## config.mk

```make
export PLATFORM = sky130hd
export DESIGN_NAME = annp_regs
export DESIGN_NICKNAME = d
export VERILOG_FILES = /design/src/shared/annp_pkg.sv /design/src/hdl/annp_sync.sv /design/src/hdl/annp_regs.sv
export VERILOG_INCLUDE_DIRS = /design/src /design/src/shared
export SDC_FILE = /design/constraint.sdc
export NUM_CORES = 1
export LEC_CHECK = 0
export ABC_AREA = 1
export BUFFER_PORTS_ARGS = -buffer_cell sky130_fd_sc_hd__clkbuf_2
export CAP_MARGIN = 20
export CORE_UTILIZATION = 55
export DETAILED_ROUTE_END_ITERATION = 10
export PLACE_DENSITY = 0.79
export RECOVER_POWER = 100
export SYNTH_ARGS = -nofsm -noshare
export SYNTH_HDL_FRONTEND = slang
export SYNTH_SLANG_ARGS = --single-unit
```

## constraint.sdc

```tcl
create_clock -name ref_clk_i -period 4.3 [get_ports ref_clk_i]
set_input_delay 0.86 -clock ref_clk_i [delete_from_list [all_inputs] [get_ports ref_clk_i]]
set_output_delay 0.86 -clock ref_clk_i [all_outputs]
set_load 0.01 [all_outputs]
```

## src/shared/annp_map.svh

```systemverilog
// Register offsets, field positions, reset values and frame constants of the next-page and status bank.
`ifndef ANNP_MAP_SVH
`define ANNP_MAP_SVH

// ----------------------------------------------------------------------------
// Register numbers
// ----------------------------------------------------------------------------
`define ANNP_REG_NEXT_PAGE_TRANSMIT  5'h07
`define ANNP_REG_PHY_SUMMARY_STATUS  5'h10
`define ANNP_REG_FALSE_CARRIER_CNT   5'h14
`define ANNP_REG_RECEIVE_ERROR_CNT   5'h15
`define ANNP_REG_TENBASE_STATUS_CTL  5'h1A

// ----------------------------------------------------------------------------
// Next-page transmit fields
// ----------------------------------------------------------------------------
`define ANNP_NPT_NEXT_PAGE_BIT       15
`define ANNP_NPT_RESERVED_BIT        14
`define ANNP_NPT_MESSAGE_PAGE_BIT    13
`define ANNP_NPT_COMPLY_ACK_BIT      12
`define ANNP_NPT_TOGGLE_BIT          11
`define ANNP_NPT_CODE_MSB            10
`define ANNP_NPT_CODE_W              11
`define ANNP_NPT_NEXT_PAGE_RST       1'h0
`define ANNP_NPT_MESSAGE_PAGE_RST    1'h1
`define ANNP_NPT_COMPLY_ACK_RST      1'h0
`define ANNP_NPT_TOGGLE_RST          1'h0
`define ANNP_NPT_CODE_RST            11'h001

// ----------------------------------------------------------------------------
// Summary status fields
// ----------------------------------------------------------------------------
`define ANNP_STS_RESERVED_BIT        15
`define ANNP_STS_CROSSOVER_BIT       14
`define ANNP_STS_RX_ERROR_BIT        13
`define ANNP_STS_POLARITY_BIT        12
`define ANNP_STS_FALSE_CARRIER_BIT   11

// ----------------------------------------------------------------------------
// Management frame
// ----------------------------------------------------------------------------
`define ANNP_PHY_ADDR                5'h01
`define ANNP_PREAMBLE_LEN            6'h20
`define ANNP_HDR_BITS                5'h0E
`define ANNP_START                   2'h1
`define ANNP_OP_WRITE                2'h1
`define ANNP_OP_READ                 2'h2
`define ANNP_DATA_LAST               5'h0F

`endif

```

## src/shared/annp_pkg.sv

```systemverilog
// Types shared by the next-page and status bank.
package annp_pkg;

  typedef enum logic [4:0] {
    ANNP_ST_PREAMBLE = 5'b00001,
    ANNP_ST_HEADER   = 5'b00010,
    ANNP_ST_TURN     = 5'b00100,
    ANNP_ST_READ     = 5'b01000,
    ANNP_ST_WRITE    = 5'b10000
  } annp_state_e;

  typedef logic [15:0] annp_word_t;

endpackage

```

## src/hdl/annp_sync.sv

```systemverilog
// Two-stage synchroniser for pins that arrive from outside the clock domain.
`timescale 1ns/1ns

module annp_sync #(
  parameter int WIDTH = 1
) (
  // Clock and reset
  input  wire logic             ref_clk_i,
  input  wire logic             resetn_i,
  // Asynchronous in, synchronous out
  input  wire logic [WIDTH-1:0] async_i,
  output logic      [WIDTH-1:0] sync_o
);

  logic [WIDTH-1:0] meta_reg;
  logic [WIDTH-1:0] sync_reg;

  always_ff @(posedge ref_clk_i) begin
    if (!resetn_i) begin
      meta_reg <= '0;
      sync_reg <= '0;
    end else begin
      meta_reg <= async_i;
      sync_reg <= meta_reg;
    end
  end

  assign sync_o = sync_reg;

endmodule

```

## src/hdl/annp_regs.sv

```systemverilog
// Next-page transmit and summary status registers behind the serial management port.
`timescale 1ns/1ns
`include "annp_map.svh"

module annp_regs (
  // Clock and reset
  input  wire logic        ref_clk_i,
  input  wire logic        resetn_i,
  // Serial management pins
  input  wire logic        mdc_i,
  input  wire logic        mdio_i,
  output logic             mdio_o,
  output logic             mdio_oe_o,
  // Arbitration side
  input  wire logic        lcw_exchanged_i,
  input  wire logic        lcw_toggle_i,
  output logic             next_page_flag_o,
  output logic             message_page_flag_o,
  output logic             comply_acknowledge_o,
  output logic             page_toggle_bit_o,
  output logic [10:0]      page_code_o,
  // Crossover and line events
  input  wire logic        auto_crossover_enable_i,
  input  wire logic        crossover_force_i,
  input  wire logic        crossover_swapped_i,
  input  wire logic        rx_error_event_i,
  input  wire logic        false_carrier_event_i,
  input  wire logic        polarity_inverted_i
);

  // --------------------------------------------------------------------------
  // Pin synchronisation
  // --------------------------------------------------------------------------
  logic [1:0] pins_sync;
  logic       mdc_d_reg;
  logic       mdc_rise;
  logic       mdio_s;

  annp_sync #(.WIDTH(2)) u_sync (
    .ref_clk_i (ref_clk_i),
    .resetn_i  (resetn_i),
    .async_i   ({mdc_i, mdio_i}),
    .sync_o    (pins_sync)
  );

  assign mdio_s   = pins_sync[0];
  assign mdc_rise = pins_sync[1] & ~mdc_d_reg;

  // --------------------------------------------------------------------------
  // Frame engine
  // --------------------------------------------------------------------------
  annp_pkg::annp_state_e state_reg,  state_next;
  logic [5:0]            cnt_reg,    cnt_next;
  annp_pkg::annp_word_t  sh_reg,     sh_next;
  logic [1:0]            op_reg,     op_next;
  logic [4:0]            addr_reg,   addr_next;
  logic                  match_reg,  match_next;
  logic                  mdio_reg,   mdio_next;
  logic                  oe_reg,     oe_next;
  logic [13:0]           hdr;
  annp_pkg::annp_word_t  wdata;
  annp_pkg::annp_word_t  rdata;
  logic                  owned;
  logic                  rd_take;
  logic                  wr_take;

  assign hdr   = {sh_reg[12:0], mdio_s};
  assign wdata = {sh_reg[14:0], mdio_s};
  assign owned = (addr_reg == `ANNP_REG_NEXT_PAGE_TRANSMIT) || (addr_reg == `ANNP_REG_PHY_SUMMARY_STATUS);

  always_comb begin
    state_next = state_reg;
    cnt_next   = cnt_reg;
    sh_next    = sh_reg;
    op_next    = op_reg;
    addr_next  = addr_reg;
    match_next = match_reg;
    mdio_next  = mdio_reg;
    oe_next    = oe_reg;
    rd_take    = 1'b0;
    wr_take    = 1'b0;
    if (mdc_rise) begin
      case (state_reg)
        annp_pkg::ANNP_ST_PREAMBLE: begin
          if (mdio_s) begin
            cnt_next = (cnt_reg == `ANNP_PREAMBLE_LEN) ? cnt_reg : cnt_reg + 6'h01;
          end else if (cnt_reg == `ANNP_PREAMBLE_LEN) begin
            state_next = annp_pkg::ANNP_ST_HEADER;
            sh_next    = 16'h0000;
            cnt_next   = 6'h01;
          end else begin
            cnt_next = 6'h00;
          end
        end
        annp_pkg::ANNP_ST_HEADER: begin
          sh_next  = {sh_reg[14:0], mdio_s};
          cnt_next = cnt_reg + 6'h01;
          if (cnt_reg == {1'b0, `ANNP_HDR_BITS} - 6'h01) begin
            cnt_next   = 6'h00;
            op_next    = hdr[11:10];
            addr_next  = hdr[4:0];
            match_next = (hdr[9:5] == `ANNP_PHY_ADDR);
            state_next = (hdr[13:12] == `ANNP_START) ? annp_pkg::ANNP_ST_TURN : annp_pkg::ANNP_ST_PREAMBLE;
          end
        end
        annp_pkg::ANNP_ST_TURN: begin
          if (cnt_reg == 6'h00) begin
            cnt_next  = 6'h01;
            oe_next   = match_reg && (op_reg == `ANNP_OP_READ) && owned;
            mdio_next = 1'b0;
          end else begin
            cnt_next = 6'h00;
            if (op_reg == `ANNP_OP_READ) begin
              rd_take    = match_reg;
              mdio_next  = rdata[15];
              sh_next    = {rdata[14:0], 1'b0};
              state_next = annp_pkg::ANNP_ST_READ;
            end else if (op_reg == `ANNP_OP_WRITE) begin
              state_next = annp_pkg::ANNP_ST_WRITE;
            end else begin
              state_next = annp_pkg::ANNP_ST_PREAMBLE;
            end
          end
        end
        annp_pkg::ANNP_ST_READ: begin
          cnt_next = cnt_reg + 6'h01;
          if (cnt_reg == {1'b0, `ANNP_DATA_LAST}) begin
            oe_next    = 1'b0;
            cnt_next   = 6'h00;
            state_next = annp_pkg::ANNP_ST_PREAMBLE;
          end else begin
            mdio_next = sh_reg[15];
            sh_next   = {sh_reg[14:0], 1'b0};
          end
        end
        annp_pkg::ANNP_ST_WRITE: begin
          sh_next  = wdata;
          cnt_next = cnt_reg + 6'h01;
          if (cnt_reg == {1'b0, `ANNP_DATA_LAST}) begin
            wr_take    = match_reg && (addr_reg == `ANNP_REG_NEXT_PAGE_TRANSMIT);
            cnt_next   = 6'h00;
            state_next = annp_pkg::ANNP_ST_PREAMBLE;
          end
        end
        default: begin
          state_next = annp_pkg::ANNP_ST_PREAMBLE;
          cnt_next   = 6'h00;
          oe_next    = 1'b0;
        end
      endcase
    end
  end

  always_ff @(posedge ref_clk_i) begin
    if (!resetn_i) begin
      mdc_d_reg <= 1'b0;
      state_reg <= annp_pkg::ANNP_ST_PREAMBLE;
      cnt_reg   <= 6'h00;
      sh_reg    <= 16'h0000;
      op_reg    <= 2'h0;
      addr_reg  <= 5'h00;
      match_reg <= 1'b0;
      mdio_reg  <= 1'b0;
      oe_reg    <= 1'b0;
    end else begin
      mdc_d_reg <= pins_sync[1];
      state_reg <= state_next;
      cnt_reg   <= cnt_next;
      sh_reg    <= sh_next;
      op_reg    <= op_next;
      addr_reg  <= addr_next;
      match_reg <= match_next;
      mdio_reg  <= mdio_next;
      oe_reg    <= oe_next;
    end
  end

  // --------------------------------------------------------------------------
  // Register bank
  // --------------------------------------------------------------------------
  logic        np_reg,     np_next;
  logic        mp_reg,     mp_next;
  logic        comply_acknowledge_reg,   comply_acknowledge_next;
  logic        tog_reg,    tog_next;
  logic [10:0] code_reg,   code_next;
  logic        xover_reg,  xover_next;
  logic        rxerr_reg,  rxerr_next;
  logic        pol_reg,    pol_next;
  logic        fcar_reg,   fcar_next;
  logic        clr_rxerr;
  logic        clr_fcar;
  logic        clr_pol;

  // Clears are keyed on any read frame whose PHY address matches, even for registers answered by other blocks.
  assign clr_rxerr = rd_take && (addr_reg == `ANNP_REG_RECEIVE_ERROR_CNT);
  assign clr_fcar  = rd_take && (addr_reg == `ANNP_REG_FALSE_CARRIER_CNT);
  assign clr_pol   = rd_take && (addr_reg == `ANNP_REG_TENBASE_STATUS_CTL);

  always_comb begin
    rdata = 16'h0000;
    if (addr_reg == `ANNP_REG_NEXT_PAGE_TRANSMIT) begin
      rdata[`ANNP_NPT_NEXT_PAGE_BIT]    = np_reg;
      rdata[`ANNP_NPT_RESERVED_BIT]     = 1'b0;
      rdata[`ANNP_NPT_MESSAGE_PAGE_BIT] = mp_reg;
      rdata[`ANNP_NPT_COMPLY_ACK_BIT]   = comply_acknowledge_reg;
      rdata[`ANNP_NPT_TOGGLE_BIT]       = tog_reg;
      rdata[`ANNP_NPT_CODE_MSB:0]       = code_reg;
    end else if (addr_reg == `ANNP_REG_PHY_SUMMARY_STATUS) begin
      rdata[`ANNP_STS_RESERVED_BIT]      = 1'b0;
      rdata[`ANNP_STS_CROSSOVER_BIT]     = xover_reg;
      rdata[`ANNP_STS_RX_ERROR_BIT]      = rxerr_reg;
      rdata[`ANNP_STS_POLARITY_BIT]      = pol_reg;
      rdata[`ANNP_STS_FALSE_CARRIER_BIT] = fcar_reg;
    end
  end

  always_comb begin
    np_next   = np_reg;
    mp_next   = mp_reg;
    comply_acknowledge_next = comply_acknowledge_reg;
    code_next = code_reg;
    if (wr_take) begin
      np_next   = wdata[`ANNP_NPT_NEXT_PAGE_BIT];
      mp_next   = wdata[`ANNP_NPT_MESSAGE_PAGE_BIT];
      comply_acknowledge_next = wdata[`ANNP_NPT_COMPLY_ACK_BIT];
      code_next = wdata[`ANNP_NPT_CODE_MSB:0];
    end
    tog_next   = lcw_exchanged_i ? ~lcw_toggle_i : tog_reg;
    xover_next = crossover_force_i | (auto_crossover_enable_i & crossover_swapped_i);
    // A new event in the cycle of the clearing read is kept: set wins over clear.
    rxerr_next = rx_error_event_i      | (rxerr_reg & ~clr_rxerr);
    fcar_next  = false_carrier_event_i | (fcar_reg & ~clr_fcar);
    pol_next   = polarity_inverted_i   | (pol_reg & ~clr_pol);
  end

  always_ff @(posedge ref_clk_i) begin
    if (!resetn_i) begin
      np_reg    <= `ANNP_NPT_NEXT_PAGE_RST;
      mp_reg    <= `ANNP_NPT_MESSAGE_PAGE_RST;
      comply_acknowledge_reg  <= `ANNP_NPT_COMPLY_ACK_RST;
      tog_reg   <= `ANNP_NPT_TOGGLE_RST;
      code_reg  <= `ANNP_NPT_CODE_RST;
      xover_reg <= 1'b0;
      rxerr_reg <= 1'b0;
      pol_reg   <= 1'b0;
      fcar_reg  <= 1'b0;
    end else begin
      np_reg    <= np_next;
      mp_reg    <= mp_next;
      comply_acknowledge_reg  <= comply_acknowledge_next;
      tog_reg   <= tog_next;
      code_reg  <= code_next;
      xover_reg <= xover_next;
      rxerr_reg <= rxerr_next;
      pol_reg   <= pol_next;
      fcar_reg  <= fcar_next;
    end
  end

  assign mdio_o               = mdio_reg;
  assign mdio_oe_o            = oe_reg;
  assign next_page_flag_o     = np_reg;
  assign message_page_flag_o  = mp_reg;
  assign comply_acknowledge_o = comply_acknowledge_reg;
  assign page_toggle_bit_o    = tog_reg;
  assign page_code_o          = code_reg;
endmodule

```

# ---- Yosys cells after proc, flatten, opt, wreduce, memory -nomap -nowiden
# Cells that the tools add are included.
dict set report classes {
  n_addsub 1
  reduce_logical 19
  n_bitwise 15
  n_eq_ne 28
  mux 39
}
# cell count
set ops {}
lappend ops {{$mux W16} 5}
lappend ops {{$pmux W16 S4} 1}
lappend ops {{$mux W5} 8}
lappend ops {{$eq A5 B5 Y1 const B} 5}
lappend ops {{$mux W6} 4}
lappend ops {{$pmux W6 S4} 1}
lappend ops {{$pmux W5 S4} 1}
lappend ops {{$ne A2 B2 Y1 const B} 8}
lappend ops {{$mux W1} 14}
lappend ops {{$eq A6 B4 Y1 const B} 2}
lappend ops {{$mux W11} 1}
lappend ops {{$eq A5 B1 Y1 const B} 2}
lappend ops {{$eq A5 B3 Y1 const B} 2}
lappend ops {{$reduce_and A4 Y1} 2}
lappend ops {{$reduce_and A7 Y1} 1}
lappend ops {{$add A6 B1 Y6 const B} 1}
lappend ops {{$eq A6 B6 Y1 const B} 1}
lappend ops {{$logic_and A1 B1 Y1} 6}
lappend ops {{$logic_not A6 Y1} 1}
lappend ops {{$ne A3 B3 Y1 const B} 2}
lappend ops {{$not A1 Y1} 6}
lappend ops {{$reduce_and A6 Y1} 1}
lappend ops {{$and A1 B1 Y1} 5}
lappend ops {{$eq A5 B2 Y1 const B} 1}
lappend ops {{16 further kinds} 21}
dict set report word_totals {
  regBits 61
  out_inout_bits 17
  in_bits 12
  elab_cells 122
}

# ---- Logic depth before layout (Yosys ltp)
# Gate-level depths: netlist (run 1).
dict set report depth {
  depth_word 9
  ltp_mapped 12
  mapped_depth_nobuf 11
}

# ---- Hierarchy
# From an unflattened synthesis (run 1), not the netlist that was laid out.
dict set report unflattened {
  cells_unflattened 475
  area_unflattened_um2 3143.0
}
# module instances cells_per_inst area_per_inst_um2 seq_area_each_um2
set by_module_without_submodules {}
lappend by_module_without_submodules {annp_regs 1 463 3032.9 1141.1}
lappend by_module_without_submodules {annp_sync 1 12 110.1 80.1}

# ---- Least setup slack after synthesis (run 1)
# Ideal clock, no wire load.
dict set report synth_path {
  kind {input port to flip-flop}
  start {input resetn_i}
  end {register addr_reg[1]}
  t_arrival_ps 1613
  path_buffers 2
  cell_stages 4
  slack_ps 2602
  setup_time_ps 86
  t_required_ps 4214
  cell_sequence {clkbuf_1 -> inv_1 -> buf_1 -> a211oi_1}
}
# element line
set synth_rtl {}
lappend synth_rtl {{from (decl)} annp_regs.sv:8} ;# input wire logic resetn_i,
lappend synth_rtl {{to (signal assigned)} annp_regs.sv:171} ;# addr_reg <= addr_next;
lappend synth_rtl {{to (decl)} annp_regs.sv:56} ;# logic [4:0] addr_reg, addr_next;
# No word-level cell between the ends.

# ---- Worst setup path after layout (run 1)
dict set report layout_path {
  start {register state_reg[0]}
  end {register sh_reg[3]}
}
dict set report layout_between {
  elab_chain_cells 4
  elab_cells_between_ends 14
  cone_classes {eq/ne: 10; mux: 1; reduce/logical: 3}
}
# element line
set layout_lines {}
lappend layout_lines {{from (decl)} annp_regs.sv:52} ;# annp_pkg::annp_state_e state_reg, state_next;
lappend layout_lines {{from (signal assigned)} annp_regs.sv:157} ;# state_reg <= annp_pkg::ANNP_ST_PREAMBLE;
lappend layout_lines {{from (signal assigned)} annp_regs.sv:167} ;# state_reg <= state_next;
lappend layout_lines {{$eq A5 B5 Y1 / $eq A5 B2 Y1 (equally long branches)} annp_regs.sv:83} ;# case (state_reg)
lappend layout_lines {{$reduce_or A2 Y1 (no line)} n/a}
lappend layout_lines {{$reduce_bool A4 Y1 (no line)} n/a}
lappend layout_lines {{$reduce_and A7 Y1 (no line)} n/a}
lappend layout_lines {{to (signal assigned)} annp_regs.sv:169} ;# sh_reg <= sh_next;
lappend layout_lines {{to (decl)} annp_regs.sv:54} ;# annp_pkg::annp_word_t sh_reg, sh_next;
# Several ways; a longest one is shown, not always the timed one.
# A chain may end at the register's enable or synchronous reset.

==> flow_metrics.py, run 1 <==
metrics = {
    "power_and_ir_drop": {
        "netSwitchingPower_mw": 0.256,
        "clockPowerShare": 0.467,
        "total_power_mw": 1.14,
        "combPwrFrac": 0.029,
        "swShare": 0.225,
        "p_int_mw": 0.881,
        "pwr-share-seq": 0.504,
        "p_leak_nw": 1.59,
        "powerDensity_nw_per_um2": 327,
        "irDropWorstVdd_mv": 0.219,
    },
    "clock_tree": {
        "cts_max_level": 3,
        "cts.sinks": 61,
        "cts.repair.resized": 0,
        "cts_root_buf": "clkbuf_8",
        "clockBufferDepth": 2,
        "numCtsBuffers": 9,
        "clock_latency_ns": 0.35,
        "cts_tree": "yes",
        "cts_hold_buf": 0,
        "post_cts_buffers": 0,
        "cts.reportedPaths.clkPinSlew_ns": 0.07,
    },
    "critical_path": {
        "worst-r2r-cell-count": 9,
        "worst_path_dominant_cell_family": "simple AND/OR/NAND/NOR gates",
        "path_class": "reg -> reg",
        "worst-path-max-fanout": 17,
        "timing.rr.start": "state_reg[0]",
        "reg2reg_to": "sh_reg[3]",
        "crit_required_ns": 4.58,
        "slowest_delay_ns": 0.69,
        "end_kind": "flip-flop",
        "critPathBufInv": 0,
        "critPathLaunchType": "flip-flop",
        "arrival_ns": 3.38,
        "r2r_slack_ns": 1.21,
        "crit_chain": "nor2_1, nand2_4, nor2_1, nor2_2, nand2_1, nand3_1, nand2_1, nand2_1, nor2_1",
        "cpMaxStageDelayCell": "nor2_1",
    },
    "synth": {
        "yosysWarnings": 0,
        "synth-edff-count": 0,
        "synth_area_per_cell_um2": 6.63,
        "synth.ff_latch_count": 61,
        "yosysSeqAreaShare": 0.379,
        "synth_cell_types": 32,
        "synth_cells": 486,
        "synth_ff_type": "dfxtp_1",
        "syn_nets": 503,
        "syn_area_um2": 3220,
        "async_flop_share": 0,
    },
    "grt": {
        "overflow": 0,
        "first_global_vias": 2750,
        "antenna_found_initial": 0,
        "grt_usage": 0.265,
        "grt_start_max_net_pins": 47,
        "grt_pass1_wl_um": 12600,
    },
    "hold_path": {
        "hold_start": "u_sync.meta_reg[1]",
        "hold_path_depth": 2,
        "holdPathEnd": "u_sync.sync_o[1]",
        "min_path_type": "reg -> reg",
    },
    "routing": {
        "routed_wl_um": 7530,
        "firstDrtPassIters": 5,
        "antenna_left": 0,
        "wl_per_cell_um": 12.8,
        "vias": 3068,
        "drtIter0Drc": 248,
        "post-route-drc-count": 0,
        "viasPerCell": 5.23,
    },
    "cells_and_area": {
        "largest_reg_flops": 16,
        "final_common_cell": "nand2_1",
        "final_core_util": 0.624,
        "area_growth_pct": 8.04,
        "layout.nets": 527,
        "n_antenna_cell": 0,
        "fill_cells": 534,
        "drive_gt1_frac": 0.0777,
        "mostFrequentLayoutCells": "117 x nand2_1, 103 x nor2_1, 62 x inv_1",
    },
    "timing": {
        "fin_crit_sh": 0.720,
        "clock.fmax_ghz": 0.323,
        "fin_crit_ns": 3.09,
        "grt_setup_unrepaired": "false",
        "holdWs_ns": 0.417,
        "setup_viol": 0,
        "worst_slack_ns": 1.21,
        "hold_violations": 0,
        "maxSlewViolCount": 17,
        "relSlewSlack": -0.0596,
        "clock_skew_ns": 0.00957,
        "final.setup.tns_ns": 0,
        "max_slew.worst_pin.slew_ns": 1.58,
    },
    "floorplanning": {
        "design.die.area_um2": 6170,
        "core_um2": 5570,
        "dieWidth_um": 78.5,
        "row_count": 27,
        "start_util": 0.578,
        "die_height_um": 78.5,
        "io_pins": 29,
    },
    "placement": {
        "gp_congestion": 0.977,
        "portBuffers": 28,
        "dp_hpwl_um": 5210,
        "pre_cts_ws_ns": 2.08,
    },
    "outcome": {
        "status": "finished with violations",
        "violations": "max-capacitance violations, max-slew violations",
    },
    "run": {
        "cap_violations": 1,
    },
}
-- power by group through the flow --
stage	registers, mW	logic [mW]	clock network, mW
final	0.573	0.0335	0.531
after global routing	0.573	0.0383	0.554
after floorplan	0.585	0.0232	0
after global placement	0.586	0.0333	0
after detailed placement	0.586	0.0342	0
after CTS	0.573	0.0344	0.532
-- routing by layer --
layer / routed length, µm / share of wire / track usage
met2: 3400 / 0.45 / 0.430
met4: 186 / 0.025 / 0.141
met3: 460 / 0.061 / 0.0349
met1: 3490 / 0.46 / 0.342
met5: 0 / 0 / 0
-- stage by stage --
stage	std cells	area, µm²
floorplan	486	3220
global placement	571	3360
detailed placement	571	3360
CTS	587	3570
global route	587	3480
finish	587	3480
-- cell usage after synthesis, drive strengths merged, types with 2 or more instances --
master | count | area (µm²)
a211oi | 7 | 62.6
nand2 | 120 | 475
clkbuf | 5 | 18.8
inv | 63 | 236
a21oi | 29 | 145
nand3 | 35 | 208
o211ai | 2 | 15.0
o22ai | 2 | 12.5
nor2 | 107 | 463
dfxtp | 61 | 1220
nor3 | 2 | 21.3
ha | 5 | 62.6
nand3b | 2 | 15.0
o21ai | 26 | 130
buf | 11 | 77.6
nand4 | 7 | 43.8
-- cells by family (layout without fill, tap and decap cells) --
kind of cell               Yosys count  in the layout  synth area share
AOI/OAI and AO/OA                   68             68             0.118
adders and majority gates            5              5            0.0194
buffers and inverters               79            108             0.103
DFF                                 61             61             0.379
and+or+nand+nor                    273            273             0.381
-- worst max-delay path by stage --
| stage | to | depth (start not counted) | start | slack (ns) |
|---|---|---|---|---|
| 6_report | sh_reg[3] | 9 | state_reg[0] | 1.21 |
| 5_1_grt | sh_reg[3] | 9 | state_reg[0] | 0.88 |
| 4_1_cts | page_code_o[10] | 9 | cnt_reg[0] | 2.04 |
| 3_5_place_dp | page_code_o[10] | 9 | cnt_reg[0] | 2.08 |
| 3_3_place_gp | cnt_reg[5] | 8 | resetn_i | 2.15 |
| 2_1_floorplan | addr_reg[1] | 4 | resetn_i | 2.60 |
-- layout make-up --
class | instances | area [µm²] | area share
multi-input combinational | 346 | 1600 | 0.461
clock buffer | 13 | 159 | 0.0457
sequential | 61 | 1220 | 0.351
timing repair buffer | 29 | 126 | 0.0363
tap | 72 | 90.1 | 0.0259
clock inverter | 3 | 43.8 | 0.0126
inverter | 63 | 236 | 0.0679
-- worst reg2reg max path, stage by stage, from the launching register on --
cell and delay (ns):
dfxtp_1 0.35, nor2_1 0.39, nand2_4 0.12, nor2_1 0.69, nor2_2 0.09, nand2_1 0.46, nand3_1 0.56, nand2_1 0.21
nand2_1 0.06, nor2_1 0.10
(Power assumes the default switching activity.)
==> run 2: changes to the inputs <==
==> constraint.sdc (replaced) <==
create_clock -name ref_clk_i -period 3.22 [get_ports ref_clk_i]
set_input_delay 0.644 -clock ref_clk_i [delete_from_list [all_inputs] [get_ports ref_clk_i]]
set_output_delay 0.644 -clock ref_clk_i [all_outputs]
set_load 0.01 [all_outputs]
==> flow_metrics.py, run 2 (synthesis gave the netlist of run 1 again) <==
metrics = {
    "grt": {
        "antenna_found_initial": 0,
        "first_global_vias": 2744,
        "overflow": 0,
        "grt_start_max_net_pins": 46,
        "grt_usage": 0.264,
        "grt_pass1_wl_um": 12600,
    },
    "floorplanning": {
        "dieWidth_um": 78.5,
        "io_pins": 29,
        "core_um2": 5570,
        "die_height_um": 78.5,
        "row_count": 27,
        "design.die.area_um2": 6170,
        "start_util": 0.578,
    },
    "routing": {
        "wl_met1_um": 3430,
        "wl_per_cell_um": 12.3,
        "top_layer_used": "met4",
        "antenna_left": 0,
        "viasPerCell": 5.21,
        "vias": 3061,
        "dr_wl_met2_um": 3220,
        "drtIter0Drc": 243,
        "post-route-drc-count": 0,
        "dr_wl_met3_um": 430,
        "routed_wl_um": 7240,
        "firstDrtPassIters": 5,
    },
    "cells_and_area": {
        "final_area_um2": 3540,
        "mostFrequentLayoutCells": "117 x nand2_1, 98 x nor2_1, 62 x inv_1",
        "layout.nets": 527,
        "largest_reg_flops": 16,
        "final_common_cell": "nand2_1",
        "n_antenna_cell": 0,
        "area_growth_pct": 9.94,
        "fill_cells": 535,
        "drive_gt1_frac": 0.0913,
    },
    "placement": {
        "dp_hpwl_um": 5090,
        "place_area_um2": 3360,
        "portBuffers": 28,
        "gp_congestion": 0.913,
    },
    "power_and_ir_drop": {
        "swShare": 0.228,
        "irDropWorstVdd_mv": 0.342,
        "p_leak_nw": 1.61,
        "netSwitchingPower_mw": 0.359,
        "combPwrFrac": 0.029,
        "powerDensity_nw_per_um2": 444,
        "p_int_mw": 1.21,
        "pwr-share-seq": 0.486,
        "clockPowerShare": 0.485,
    },
    "hold_path": {
        "holdPathEnd": "u_sync.sync_o[0]",
        "hold_path_depth": 2,
        "hold_start": "u_sync.meta_reg[0]",
        "min_path_type": "reg -> reg",
    },
    "critical_path": {
        "arrival_ns": 2.70,
        "worst-path-max-fanout": 23,
        "worst-r2r-cell-count": 9,
        "reg2reg_to": "page_code_o[10]",
        "end_kind": "flip-flop",
        "r2r_slack_ns": 0.81,
        "path_class": "reg -> reg",
        "crit_required_ns": 3.51,
        "critPathLaunchType": "flip-flop",
        "timing.rr.start": "cnt_reg[0]",
    },
    "clock_tree": {
        "post_cts_buffers": 0,
        "cts_root_buf": "clkbuf_8",
        "cts_max_level": 3,
        "cts.reportedPaths.clkPinSlew_ns": 0.08,
        "cts.sinks": 61,
        "numCtsBuffers": 9,
        "cts_tree": "yes",
        "cts_hold_buf": 0,
        "clock_latency_ns": 0.36,
        "cts.repair.resized": 0,
        "clockBufferDepth": 2,
    },
    "outcome": {
        "violations": "max-capacitance violations, max-slew violations",
        "status": "finished with violations",
    },
    "timing": {
        "fin_crit_sh": 0.748,
        "max_slew.worst_pin.slew_ns": 1.83,
        "fin_crit_ns": 2.41,
        "relSlewSlack": -0.219,
        "grt_setup_unrepaired": "false",
        "maxSlewViolCount": 46,
        "hold_violations": 0,
        "final.setup.tns_ns": 0,
        "clock_skew_ns": 0.0125,
        "setup_viol": 0,
        "clock.fmax_ghz": 0.415,
        "holdWs_ns": 0.418,
    },
    "run": {
        "cap_violations": 1,
    },
}
run 2: cell count changes in the layout (fill, tap and decap cells not counted), sizes merged:
cell / before / now
clkinvlp: 0 / 2
buf: 1 / 0
clkbuf: 41 / 38
inv: 63 / 64
bufinv: 1 / 2
run 2: critical path, cell delays in order, from the launching register on:
cell     delay, ns
dfxtp_1       0.44
ha_1          0.22
nand3_1       0.12
nor2_1        0.29
inv_1         0.12
nor2_1        0.10
nand2_1       0.42
inv_1         0.31
o21ai_0       0.12
a21oi_1       0.20
run 2: layout make-up:
| cell class | count | area, µm² | share of cell area |
|---|---|---|---|
| flip-flops and latches | 61 | 1220 | 0.345 |
| clock buffers | 9 | 124 | 0.0350 |
| multi-input cells | 346 | 1650 | 0.466 |
| well taps | 72 | 90.1 | 0.0254 |
| clock inverters | 7 | 97.6 | 0.0276 |
| repair buffers | 29 | 123 | 0.0346 |
| inverters | 63 | 236 | 0.0668 |
run 2: worst max-delay path by stage:
stage                 startpoint                   end  slack, ns  cells past startpoint
floorplan             cnt_reg[0]          state_reg[4]       1.59                     10
global placement      cnt_reg[0]  comply_acknowledge_o       1.10                      9
detailed placement    cnt_reg[0]      next_page_flag_o       1.02                      9
CTS                   cnt_reg[0]       page_code_o[10]        1.0                      9
global route        state_reg[2]             sh_reg[3]       0.50                      9
finish                cnt_reg[0]       page_code_o[10]       0.81                      9
run 2: power by group through the flow:
| stage | clock [mW] | sequential, mW | combinational (mW) |
|---|---|---|---|
| floorplan | 0 | 0.782 | 0.0310 |
| global placement | 0 | 0.782 | 0.0446 |
| detailed placement | 0 | 0.782 | 0.0450 |
| CTS | 0.769 | 0.765 | 0.0452 |
| global route | 0.806 | 0.765 | 0.0519 |
| finish | 0.763 | 0.765 | 0.0450 |
run 2: metrics by stage:
stage               worst slack (ns)  utilization  power, mW  cells
floorplan                       1.59            -      0.813    486
global placement                1.10        0.603      0.827    571
detailed placement              1.02        0.603      0.827    571
CTS                            0.998        0.643       1.58    587
global route                   0.497        0.635       1.62    587
finish                         0.811        0.635       1.57    587
run 2: layer usage:
metal | vias up | global-route usage
li1 | 1579 | -
met1 | 1374 | 0.353
met2 | 93 | 0.417
met3 | 15 | 0.0430
met4 | 0 | 0.117
met5 | - | 0
==> run 3: changes to the inputs <==
==> constraint.sdc (replaced) <==
create_clock -name ref_clk_i -period 2.3 [get_ports ref_clk_i]
set_input_delay 0.46 -clock ref_clk_i [delete_from_list [all_inputs] [get_ports ref_clk_i]]
set_output_delay 0.46 -clock ref_clk_i [all_outputs]
set_load 0.01 [all_outputs]
==> flow_metrics.py, run 3 (synthesis gave the netlist of run 1 again) <==
metrics = {
    "run": {
        "cap_violations": 0,
    },
    "placement": {
        "dp.cells": 575,
        "dp_hpwl_um": 5310,
        "portBuffers": 28,
        "gp_congestion": 0.951,
    },
    "cells_and_area": {
        "layout.nets": 531,
        "drive_gt1_frac": 0.104,
        "mostFrequentLayoutCells": "115 x nand2_1, 96 x nor2_1, 61 x inv_1, 61 x dfxtp_1, 31 x nand3_1",
        "n_antenna_cell": 0,
        "largest_reg_flops": 16,
        "area_growth_pct": 10.9,
        "final_common_cell": "nand2_1",
        "fin_cells": 591,
    },
    "timing": {
        "clock.fmax_ghz": 0.481,
        "fin_crit_ns": 2.08,
        "fin_crit_sh": 0.904,
        "clock_skew_ns": 0.00680,
        "grt_setup_unrepaired": "false",
        "maxSlewViolCount": 0,
        "hold_violations": 0,
        "setup_viol": 0,
        "relSlewSlack": 0.297,
        "final.setup.tns_ns": 0,
        "max_slew.worst_pin.slew_ns": 1.05,
    },
    "power_and_ir_drop": {
        "p_leak_nw": 1.61,
        "irDropWorstVdd_mv": 0.393,
        "total_power_mw": 2.21,
        "powerDensity_nw_per_um2": 619,
    },
    "floorplanning": {
        "start_util": 0.578,
        "core_um2": 5570,
        "dieWidth_um": 78.5,
        "die_height_um": 78.5,
        "io_pins": 29,
        "row_count": 27,
        "design.die.area_um2": 6170,
    },
    "routing": {
        "drtIter0Drc": 297,
        "firstDrtPassIters": 5,
        "antenna_left": 0,
        "post-route-drc-count": 0,
        "vias": 3061,
        "wl_per_cell_um": 12.9,
        "viasPerCell": 5.18,
        "routed_wl_um": 7600,
    },
    "critical_path": {
        "crit_top_cell": "nor2_1",
        "crit_required_ns": 2.52,
        "crit_chain": "ha_1, nand4_1, nor3_2, nor2_1, a21oi_1, nor2_1",
        "critPathLaunchType": "flip-flop",
        "worst-path-max-fanout": 16,
        "cpMaxStageDelayCell": "nor3_2",
        "path_class": "reg -> reg",
        "r2r_slack_ns": 0.22,
        "arrival_ns": 2.29,
        "end_kind": "flip-flop",
        "slowest_delay_ns": 0.84,
    },
    "clock_tree": {
        "cts_root_buf": "clkbuf_8",
        "clock_latency_ns": 0.35,
        "cts.reportedPaths.clkPinSlew_ns": 0.07,
        "clockBufferDepth": 2,
        "cts_max_level": 3,
        "post_cts_buffers": 0,
        "numCtsBuffers": 9,
        "cts_tree": "yes",
        "cts.sinks": 61,
    },
    "grt": {
        "grt_pass1_wl_um": 12900,
        "grt_usage": 0.272,
        "overflow": 0,
        "first_global_vias": 2794,
        "grt_start_max_net_pins": 46,
        "antenna_found_initial": 0,
    },
    "hold_path": {
        "min_path_type": "in -> reg",
    },
    "outcome": {
        "status": "completed",
    },
}
-- run 3: cell count changes in the layout (fill, tap and decap cells not counted), moves of 2 or more --
| cell | before | now |
|---|---|---|
| nor2_2 | 4 | 6 |
| nand2_1 | 117 | 115 |
| nor2_1 | 98 | 96 |
| clkbuf_1 | 18 | 20 |
-- run 3: repair_timing --
item / CTS / global route
setup endpoints to repair: 0 / 1
gates resized for setup: 0 / 2
hold buffers: 0 / 0
-- run 3: worst paths after layout --
kind	start	endpoint	cells past startpoint
worst max-delay path	cnt_reg[0]	addr_reg[2]	6
worst min-delay path	lcw_toggle_i	page_toggle_bit_o	2
worst max register to register	cnt_reg[0]	addr_reg[2]	6
worst min register to register	u_sync.meta_reg[1]	u_sync.sync_o[1]	2
-- run 3: power by group --
| group | switching [mW] | internal [mW] |
|---|---|---|
| Sequential | 0.00528 | 1.07 |
| Clock | 0.439 | 0.637 |
| Combinational | 0.0426 | 0.0209 |
-- run 3: final cells by class --
class / instances / area, µm²
flip-flops and latches: 61 / 1220
multi-input cells: 346 / 1660
repair buffers: 33 / 143
well taps: 72 / 90.1
fillers: 519 / 2000
clock inverters: 6 / 86.3
clock buffers: 10 / 138
inverters: 63 / 236
-- run 3: stage by stage --
stage               hold WS [ns]  worst slack [ns]  utilization  cell area, µm²
finish                     0.281             0.221        0.641            3570
detailed placement         0.402             0.268        0.609            3390
CTS                        0.269             0.227        0.649            3620
floorplan                  0.390             0.666            -            3220
global placement           0.392             0.396        0.609            3390
global route               0.295            0.0548        0.641            3570
-- run 3: metal layers --
layer,track usage,share of wire,up-vias
met4,0.117,0.015,0
met2,0.439,0.47,102
met1,0.355,0.46,1365
met3,0.0500,0.059,13
met5,0,0,-
li1,-,-,1581
-- run 3: worst max-delay path, delay by kind of cell, from the launching register on --
kind | cells | cell delay [ns]
AOI/OAI and AO/OA | 1 | 0.15
and+or+nand+nor | 4 | 1.16
DFF | 1 | 0.45
adders and majority gates | 1 | 0.19
